--- config.mk ---
export PLATFORM = sky130hd
export DESIGN_NAME = tcdd_top
export DESIGN_NICKNAME = d
export VERILOG_FILES = /design/src/shared/tcdd_pkg.sv /design/src/tcdd_top.sv
export VERILOG_INCLUDE_DIRS = /design/src /design/src/shared
export SDC_FILE = /design/constraint.sdc
export NUM_CORES = 1
export LEC_CHECK = 0
export BUFFER_PORTS_ARGS = -buffer_cell sky130_fd_sc_hd__buf_2
export CELL_PAD_IN_SITES_DETAIL_PLACEMENT = 1
export CELL_PAD_IN_SITES_GLOBAL_PLACEMENT = 1
export CORE_MARGIN = 2
export CORE_UTILIZATION = 45
export CTS_CLUSTER_DIAMETER = 200
export DETAILED_ROUTE_END_ITERATION = 10
export GPL_ROUTABILITY_DRIVEN = 1
export PLACE_DENSITY_LB_ADDON = 0.1
export SLEW_MARGIN = 30
export SYNTH_ARGS = -nofsm -noshare
export SYNTH_HDL_FRONTEND = slang
export SYNTH_SLANG_ARGS = --single-unit
--- constraint.sdc ---
create_clock -name hclk -period 20.3 [get_ports hclk]
set_input_delay 1.015 -clock hclk [delete_from_list [all_inputs] [get_ports hclk]]
set_output_delay 1.015 -clock hclk [all_outputs]
set_load 0.02 [all_outputs]
--- src/shared/tcdd_consts.svh ---
// What this block does
// - arming fetches the channel's eight-byte descriptor
// - each channel has its own descriptor pointer
// - abort disarms every channel written as one
// - aborted transfer sets no flag, no interrupt
// - completion sets flag whatever the mask
// - descriptor mask bit gates the interrupt
// - big-endian source and destination addresses
// - length mode picks fixed or first-item counts
// - word mode length uses bits 12:0
// - thirteen-bit count, also the variable maximum
// - count words in word mode, else bytes
// - size bit picks byte or word transfers
// - mode field picks single, block or repeated
// - five-bit field picks one of 32 triggers
// - code 0 software only, code 1 previous
// - codes 2 to 11 are timer/radio events
// - codes 14,15,18,19,29-31 are peripheral events
// - codes 12,13,16,20-28 are variant events
// - source and destination step after each transfer
// - seven-bit length option for byte mode
// - low, assured and high priority against cpu
// - single per trigger, block whole count; rearm
// - arming copies addresses; unit is byte/word
// - software request clears only on transfer
// - equal priorities resolved round-robin
`ifndef TCDD_CONSTS_SVH
`define TCDD_CONSTS_SVH
`define TCDD_OFS_ARM 8'h00
`define TCDD_OFS_REQ 8'h04
`define TCDD_OFS_PTR0 8'h08
`define TCDD_OFS_PTR1 8'h0c
`define TCDD_OFS_FLAG 8'h10
`define TCDD_OFS_STAT 8'h14
`define TCDD_ABORT_BIT 7
`define TCDD_DESC_LAST 3'h7
`define TCDD_PRIO_LOW 2'h0
`define TCDD_PRIO_ASSURED 2'h1
`define TCDD_PRIO_HIGH 2'h2
`define TCDD_LENGTH_MODE_FIELD_P1 3'h1
`define TCDD_LENGTH_MODE_FIELD_P0 3'h2
`define TCDD_LENGTH_MODE_FIELD_P2 3'h3
`define TCDD_LENGTH_MODE_FIELD_P3 3'h4
`define TCDD_STEP_NONE 2'h0
`define TCDD_STEP_ONE 2'h1
`define TCDD_STEP_TWO 2'h2
`define TCDD_TRIGGER_SELECT_FIELD_NONE 5'h00
`define TCDD_TRIGGER_SELECT_FIELD_PREV 5'h01
`endif

--- src/shared/tcdd_pkg.sv ---
/*
 types of the two-channel descriptor dma.
 assumes tcdd_consts.svh for all numeric constants.
*/
package tcdd_pkg;
   typedef enum logic [1:0] {
      S_IDLE = 2'h0,
      S_FETCH = 2'h1,
      S_RD = 2'h3,
      S_WR = 2'h2
   } tcdd_state_t;

   // byte 0 sits in the top bits, so shifting bytes in fills it
   typedef struct packed {
      logic [15:0] src;
      logic [15:0] dst;
      logic [2:0] length_mode_field;
      logic [12:0] len;
      logic word;
      logic [1:0] transfer_mode_field;
      logic [4:0] trigger_select_field;
      logic [1:0] sinc;
      logic [1:0] dinc;
      logic irqm;
      logic m8;
      logic [1:0] prio;
   } tcdd_desc_t;

   typedef struct packed {
      logic armed;
      logic fetch;
      logic pend;
      logic swreq;
      logic blk;
      logic flag;
      logic skip;
      logic [15:0] ptr;
      tcdd_desc_t d;
      logic [15:0] src_p;
      logic [15:0] dst_p;
      logic [12:0] cnt;
      logic [12:0] lim;
   } tcdd_chan_t;

   typedef struct packed {
      logic req;
      logic we;
      logic [15:0] addr;
      logic [7:0] wdata;
   } tcdd_mreq_t;

   typedef struct packed {
      tcdd_chan_t [1:0] ch;
      tcdd_state_t st;
      logic cur;
      logic rr;
      logic [2:0] bc;
      logic [15:0] dat;
      logic [1:0] done;
      logic asel;
      logic awr;
      logic [7:0] aad;
      logic [31:0] hrdata;
      logic hready;
      logic resp;
      tcdd_mreq_t m;
      logic irq;
   } tcdd_st_t;
endpackage : tcdd_pkg

--- src/tcdd_top.sv ---
/*
 two-channel descriptor dma: ahb-lite register slave, descriptor
 fetch, byte/word mover and cpu arbitration on one byte memory port.
 assumes a memory that answers each held request with a one-cycle
 mem_ack (read data with it) and drops a withdrawn request quietly.
*/
// The register offsets and register access over AHB-Lite were chosen for this implementation.
`include "tcdd_consts.svh"
module tcdd_top (
   input wire logic hclk,
   input wire logic hresetn,
   input wire logic hsel,
   input wire logic [31:0] haddr,
   input wire logic [1:0] htrans,
   input wire logic hwrite,
   input wire logic [2:0] hsize,
   input wire logic [31:0] hwdata,
   input wire logic hready,
   output logic hreadyout,
   output logic hresp,
   output logic [31:0] hrdata,
   output tcdd_pkg::tcdd_mreq_t mem,
   input wire logic mem_ack,
   input wire logic [7:0] mem_rdata,
   input wire logic cpu_req,
   input wire logic [31:0] trigger_select_field_in,
   output logic irq
);
   import tcdd_pkg::*;

   tcdd_st_t q, d;
   logic [1:0] abt, cmp, start, fd;
   logic [1:0] curp;

   function automatic logic [31:0] rd_mux(input tcdd_st_t s,
                                          input logic [7:0] a);
      logic [31:0] r;
      r = '0;
      case (a)
         `TCDD_OFS_ARM: r[1:0] = {s.ch[1].armed, s.ch[0].armed};
         `TCDD_OFS_REQ: r[1:0] = {s.ch[1].swreq, s.ch[0].swreq};
         `TCDD_OFS_PTR0: r[15:0] = s.ch[0].ptr;
         `TCDD_OFS_PTR1: r[15:0] = s.ch[1].ptr;
         `TCDD_OFS_FLAG: r[1:0] = {s.ch[1].flag, s.ch[0].flag};
         `TCDD_OFS_STAT: r[3:0] = {s.st, s.cur, s.st != S_IDLE};
         default: r = '0;
      endcase
      return r;
   endfunction : rd_mux

   // reserved code 11 ranks as low
   function automatic logic [1:0] rank(input logic [1:0] p);
      return (p == 2'h3) ? 2'h0 : p;
   endfunction : rank

   function automatic logic may_go(input logic [1:0] p,
                                   input logic cpu,
                                   input logic skip);
      logic g;
      g = !cpu;
      if (p == `TCDD_PRIO_HIGH) begin
         g = 1'b1;
      end else if (p == `TCDD_PRIO_ASSURED) begin
         g = !cpu || skip;
      end
      return g;
   endfunction : may_go

   // one unit is a byte, or two bytes in word mode
   function automatic logic [15:0] step(input logic [1:0] s,
                                        input logic w);
      logic [15:0] u;
      u = w ? 16'h0002 : 16'h0001;
      case (s)
         `TCDD_STEP_NONE: step = 16'h0000;
         `TCDD_STEP_ONE: step = u;
         `TCDD_STEP_TWO: step = {u[14:0], 1'b0};
         default: step = 16'h0000 - u;
      endcase
   endfunction : step

   function automatic logic hit(input logic [4:0] code,
                                input logic [31:0] t,
                                input logic prev);
      logic h;
      h = t[code];
      if (code == `TCDD_TRIGGER_SELECT_FIELD_NONE) begin
         h = 1'b0;
      end else if (code == `TCDD_TRIGGER_SELECT_FIELD_PREV) begin
         h = prev;
      end
      return h;
   endfunction : hit

   assign curp = q.ch[q.cur].d.prio;

   always_comb begin
      tcdd_chan_t c;
      tcdd_desc_t nd;
      logic [1:0] want;
      logic sel;
      logic last;
      logic [13:0] vl, tgt, cn;
      logic [12:0] le;
      logic vr;
      c = '0;
      nd = '0;
      want = '0;
      sel = 1'b0;
      last = 1'b0;
      vl = '0;
      tgt = '0;
      cn = '0;
      le = '0;
      vr = 1'b0;
      d = q;
      d.done = '0;
      d.hready = 1'b1;
      d.resp = 1'b0;
      abt = '0;
      cmp = '0;
      start = '0;
      fd = '0;

      // ahb address phase; read data is staged for the data phase
      if (hready) begin
         d.asel = hsel && htrans[1];
         d.awr = hwrite;
         d.aad = haddr[7:0];
         if (hsel && htrans[1] && !hwrite) begin
            d.hrdata = rd_mux(q, haddr[7:0]);
         end
      end

      // ahb data phase write
      if (q.asel && q.awr) begin
         for (int i = 0; i < 2; i++) begin
            case (q.aad)
               `TCDD_OFS_ARM: begin
                  if (hwdata[i] && hwdata[`TCDD_ABORT_BIT]) begin
                     abt[i] = 1'b1;
                  end else if (hwdata[i] && !q.ch[i].armed) begin
                     d.ch[i].armed = 1'b1;
                     d.ch[i].fetch = 1'b1;
                  end
               end
               `TCDD_OFS_REQ: begin
                  if (hwdata[i]) begin
                     d.ch[i].swreq = 1'b1;
                  end
               end
               `TCDD_OFS_FLAG: begin
                  if (!hwdata[i]) begin
                     d.ch[i].flag = 1'b0;
                  end
               end
               default: ;
            endcase
         end
         if (q.aad == `TCDD_OFS_PTR0) begin
            d.ch[0].ptr = hwdata[15:0];
         end
         if (q.aad == `TCDD_OFS_PTR1) begin
            d.ch[1].ptr = hwdata[15:0];
         end
      end

      // hardware triggers are latched while armed and no descriptor fetch is pending
      for (int i = 0; i < 2; i++) begin
         if (q.ch[i].armed && !q.ch[i].fetch &&
             hit(q.ch[i].d.trigger_select_field, trigger_select_field_in, q.done[1 - i])) begin
            d.ch[i].pend = 1'b1;
         end
      end

      unique case (q.st)
         S_IDLE: begin
            for (int i = 0; i < 2; i++) begin
               want[i] = q.ch[i].armed && !abt[i] &&
                  (q.ch[i].fetch || q.ch[i].blk ||
                   q.ch[i].pend || q.ch[i].swreq);
            end
            sel = want[1];
            if (&want) begin
               if (rank(q.ch[0].d.prio) == rank(q.ch[1].d.prio)) begin
                  sel = q.rr;
               end else begin
                  sel = rank(q.ch[1].d.prio) > rank(q.ch[0].d.prio);
               end
            end
            if (|want) begin
               d.cur = sel;
               d.rr = !sel;
               d.bc = '0;
               if (q.ch[sel].fetch) begin
                  d.st = S_FETCH;
               end else begin
                  d.st = S_RD;
                  start[sel] = 1'b1;
                  if (!q.ch[sel].blk) begin
                     // one trigger is used up per start
                     if (q.ch[sel].pend) begin
                        d.ch[sel].pend = 1'b0;
                     end else begin
                        d.ch[sel].swreq = 1'b0;
                     end
                     d.ch[sel].blk = q.ch[sel].d.transfer_mode_field[0];
                  end
               end
            end
         end
         S_FETCH, S_RD, S_WR: begin
            c = q.ch[q.cur];
            if (!q.m.req) begin
               if (may_go(c.d.prio, cpu_req, c.skip)) begin
                  d.m.req = 1'b1;
                  d.m.we = q.st == S_WR;
                  d.ch[q.cur].skip = 1'b0;
                  d.m.wdata = q.bc[0] ? q.dat[15:8] : q.dat[7:0];
                  unique case (q.st)
                     S_FETCH: d.m.addr = c.ptr + {13'h0, q.bc};
                     S_RD: d.m.addr = c.src_p + {13'h0, q.bc};
                     default: d.m.addr = c.dst_p + {13'h0, q.bc};
                  endcase
               end else if (c.d.prio == `TCDD_PRIO_ASSURED) begin
                  d.ch[q.cur].skip = 1'b1;
               end
            end else if (mem_ack) begin
               d.m.req = 1'b0;
               last = q.bc == {2'h0, c.d.word};
               d.bc = q.bc + 3'h1;
               unique case (q.st)
                  S_FETCH: begin
                     nd = {c.d[55:0], mem_rdata};
                     d.ch[q.cur].d = nd;
                     if (q.bc == `TCDD_DESC_LAST) begin
                        d.st = S_IDLE;
                        fd[q.cur] = 1'b1;
                        d.ch[q.cur].fetch = 1'b0;
                        d.ch[q.cur].src_p = nd.src;
                        d.ch[q.cur].dst_p = nd.dst;
                        d.ch[q.cur].cnt = '0;
                        d.ch[q.cur].lim = nd.len;
                     end
                  end
                  S_RD: begin
                     d.dat = q.bc[0] ? {mem_rdata, q.dat[7:0]} :
                        {8'h00, mem_rdata};
                     if (last) begin
                        d.st = S_WR;
                        d.bc = '0;
                     end
                  end
                  default: begin
                     if (last) begin
                        d.st = S_IDLE;
                        if (c.d.word) begin
                           vl = {1'b0, q.dat[12:0]};
                        end else if (c.d.m8) begin
                           vl = {7'h00, q.dat[6:0]};
                        end else begin
                           vl = {6'h00, q.dat[7:0]};
                        end
                        vr = 1'b1;
                        case (c.d.length_mode_field)
                           `TCDD_LENGTH_MODE_FIELD_P1: tgt = vl + 14'h1;
                           `TCDD_LENGTH_MODE_FIELD_P0: tgt = vl;
                           `TCDD_LENGTH_MODE_FIELD_P2: tgt = vl + 14'h2;
                           `TCDD_LENGTH_MODE_FIELD_P3: tgt = vl + 14'h3;
                           default: vr = 1'b0;
                        endcase
                        le = c.lim;
                        if (vr && c.cnt == 13'h0) begin
                           le = (tgt > {1'b0, c.d.len}) ? c.d.len :
                              tgt[12:0];
                        end
                        cn = {1'b0, c.cnt} + 14'h1;
                        d.ch[q.cur].src_p =
                           c.src_p + step(c.d.sinc, c.d.word);
                        d.ch[q.cur].dst_p =
                           c.dst_p + step(c.d.dinc, c.d.word);
                        d.ch[q.cur].cnt = cn[12:0];
                        d.ch[q.cur].lim = le;
                        if (cn >= {1'b0, le}) begin
                           cmp[q.cur] = 1'b1;
                           d.done[q.cur] = 1'b1;
                           d.ch[q.cur].flag = 1'b1;
                           d.ch[q.cur].blk = 1'b0;
                           d.ch[q.cur].cnt = '0;
                           if (c.d.transfer_mode_field[1]) begin
                              // repeated modes rearm from the descriptor
                              d.ch[q.cur].src_p = c.d.src;
                              d.ch[q.cur].dst_p = c.d.dst;
                              d.ch[q.cur].lim = c.d.len;
                           end else begin
                              d.ch[q.cur].armed = 1'b0;
                           end
                        end
                     end
                  end
               endcase
            end
         end
      endcase

      // abort wins over a completion in the same cycle
      for (int i = 0; i < 2; i++) begin
         if (abt[i]) begin
            d.ch[i].armed = 1'b0;
            d.ch[i].fetch = 1'b0;
            d.ch[i].pend = 1'b0;
            d.ch[i].blk = 1'b0;
            d.ch[i].flag = q.ch[i].flag && d.ch[i].flag;
            d.done[i] = 1'b0;
            if (q.st != S_IDLE && q.cur == i[0]) begin
               d.st = S_IDLE;
               d.m.req = 1'b0;
            end
         end
      end

      // stale flags still interrupt when the mask is set
      d.irq = (d.ch[0].flag && d.ch[0].d.irqm) ||
         (d.ch[1].flag && d.ch[1].d.irqm);
   end

   always_ff @(posedge hclk or negedge hresetn) begin
      if (!hresetn) begin
         q <= '0;
      end else begin
         q <= d;
      end
   end

   assign hreadyout = q.hready;
   assign hresp = q.resp;
   assign hrdata = q.hrdata;
   assign mem = q.m;
   assign irq = q.irq;
endmodule : tcdd_top

==> run metrics <==
die area 0.0506 sq mm; # hold bufs at CTS 0; arrival time at the worst endpoint 9.70 ns; grt ovf 0; largest net degree at the start of global routing 118; Hold Path Class input pin to async pin; Mapped Avg Cell Area 10.3 sq um; crit path kind register to register; die height 225 um; Total GRT Usage between 20% and 30%; Clock Path Buffers 3; io pins 177; nets 2,340; number of global-route vias before repair 18,300; Period minus WS final 9.23 ns; #FFs+latches synth 369; first-pass GRT wire length 113,000 um; Syn Std Cell Area approximately 0.022 sq mm; Reg clk slew, reported paths 0.06 ns; post-cts resize count 0; H-tree levels 2; Crit path top cell by count a21oi_1; DRT Wirelength 74,400 um; worst-path maximum fanout between 40 and 50; Syn Inst Count approximately 2,100; Async SR Flop Fraction 100%; worst vdd ir 0.0993 mV; Tcrit/Tclk final between 40% and 50%; CP Launch Type register; slowest library cell on the worst path dfrtp_4; Synth top area share between 40% and 50%; via count 17,800; Routed Antenna Nets 0; Die Wd 225 um; Post-synth top cells dfrtp_1 (369), nand2_1 (244), mux2_2 (206); LEAKAGE 11.3 nW; Tightest Pin Transition 0.939 ns; Worst path max stage delay 0.90 ns; Yosys top cell by area dfrtp_1; max frequency ~110 MHz; number of vias per cell 6.33; Area Overhead vs Synth 9.72%; row count 81; initial antenna violation count 5; YS warnings 0; total clock sinks 369; unique cell type count in the Yosys netlist 87; initial core utilization 45.3%; Post-CTS Repair Setup Buffers 0; largest cells by area after synthesis dfrtp_1 (42%), mux2_2 (11%), nand2_1 (4.2%); dominant synthesized flop cell dfrtp_1; Hold Slack 0.436 ns; Total Neg Setup Slack 0 ns; Worst Clk Skew 0.0318 ns; core footprint 0.0485 sq mm; hpwl dp 51,800 um; outcome finished clean; WP data required 20.77 ns; Final Max Slew Viols 0; CP endpoint kind register; dpl ws 11.26 ns; Max-slew headroom 37.2%; Fin. Hold Viols 0; Pre-Repair DR Iteration Count 6; Post-synth EDFFs 0; DRC violations left 0; wire per inst 26.5 um; CTS tree yes; fraction of layout cells with a size suffix above 1 a little under a quarter; Worst-Skew Late Latency 0.59 ns; GP Congestion around 0.85; Tot Pwr approximately 0.0033 W; Clk Tree Root Cell clkbuf_16; PortBufs between 100 and 150; PD cells 138 mW/mm^2; Final setup viols 0; Max-Cap Viols 0; final setup margin between 10 and 15 ns; most frequent cell after synthesis dfrtp_1; unrepaired setup endpoints after global routing no; register area share after synthesis 42.0%; TritonCTS Buffers 44; starting DRC count in detailed routing 1,303
-- worst paths after layout --
| check | startpoint | to | slack (ns) | cells after the start |
|---|---|---|---|---|
| max | q[93]$_DFFE_PN0P_ | q[271]$_DFFE_PN0P_ | 11.07 | 30 |
| min | hresetn | hreadyout$_DFF_PN0_ | 0.44 | 1 |
| max reg2reg | q[93]$_DFFE_PN0P_ | q[271]$_DFFE_PN0P_ | 11.07 | 30 |
| min reg2reg | hrdata[10]$_DFFE_PN0P_ | hrdata[10]$_DFFE_PN0P_ | 0.47 | 2 |
| max in group asynchronous | hresetn | q[329]$_DFFE_PN0P_ | 17.69 | 3 |
| min in group hclk | hrdata[10]$_DFFE_PN0P_ | hrdata[10]$_DFFE_PN0P_ | 0.47 | 2 |
-- sequential cells by signal, indices dropped and copies added (netlist names) --
register	flops
q	325
hrdata	16
mem	26
irq	1
hreadyout	1
-- cells in the final DEF, fill, tap and decap left out, drive strengths merged, types with 10 or more instances in the layout --
master,n
o21ai,171
xnor2,35
a21oi,115
mux2i,87
dfrtp,369
nand3,42
ha,67
o31ai,22
xor2,16
conb,18
mux2,208
inv,37
buf,145
a32o,23
o211ai,16
nand2b,11
nor2,97
a22o,17
a31oi,27
nor2b,19
clkbuf,66
nand4,11
mux4,22
or2,10
a221o,31
nand2,247
nor3,24
a21o,18
a222oi,30
a211oi,21
a22oi,18
o21a,16
o22ai,11
-- report_power, final --
group	switching, W	internal (W)	total, W
Sequential	0.000170	0.000847	0.00102
Clock	0.000330	0.000488	0.000818
Combinational	0.000962	0.000523	0.00149
Total	0.00146	0.00186	0.00332
-- critical path: cells and delay by family (launching register included) --
family	cells	cell delay (ns)
AO/OA/AOI/OAI	16	3.89
adder cells (fa/ha/maj)	3	1.04
buffers and inverters	4	1.14
flip-flops	1	0.90
AND/OR/NAND/NOR	7	2.06
-- stage by stage --
step,instance area [sq um],cells,util [%]
after floorplan,22000,2150,-
after global placement,22600,2729,46.6
after detailed placement,22600,2729,46.6
after CTS,24100,2807,49.7
after global routing,24100,2807,49.7
final,24100,2809,49.7
-- kinds of logic after synthesis --
group / share of synthesized area [%]
AOI/OAI and AO/OA: 18.4
xor gates and xnor gates: 2.03
adders and majority gates: 4.18
buffers and inverters: 5.57
DFF: 42.0
muxes: 16.9
other: 0.0342
and+or+nand+nor: 10.9
-- per-layer routing --
layer  vias up  GRT usage [%]  part of all wire, %
met1      9135           38.2                   42
met5         -              0                0.017
met4         2           14.3                  5.2
met2       549           47.4                   46
li1       7923              -                    -
met3       163           5.84                  6.2
-- area by class of cell --
| class | instances | area, sq um |
|---|---|---|
| Antenna cell | 2 | 5.00 |
| Clock buffer | 66 | 1330 |
| Clock inverter | 12 | 151 |
| Fill cell | 5309 | 24400 |
| Inverter | 37 | 139 |
| Multi-Input combinational cell | 1556 | 11700 |
| Sequential cell | 369 | 9240 |
| Tap cell | 622 | 778 |
| Timing Repair Buffer | 145 | 831 |
(Power assumes the default switching activity.)
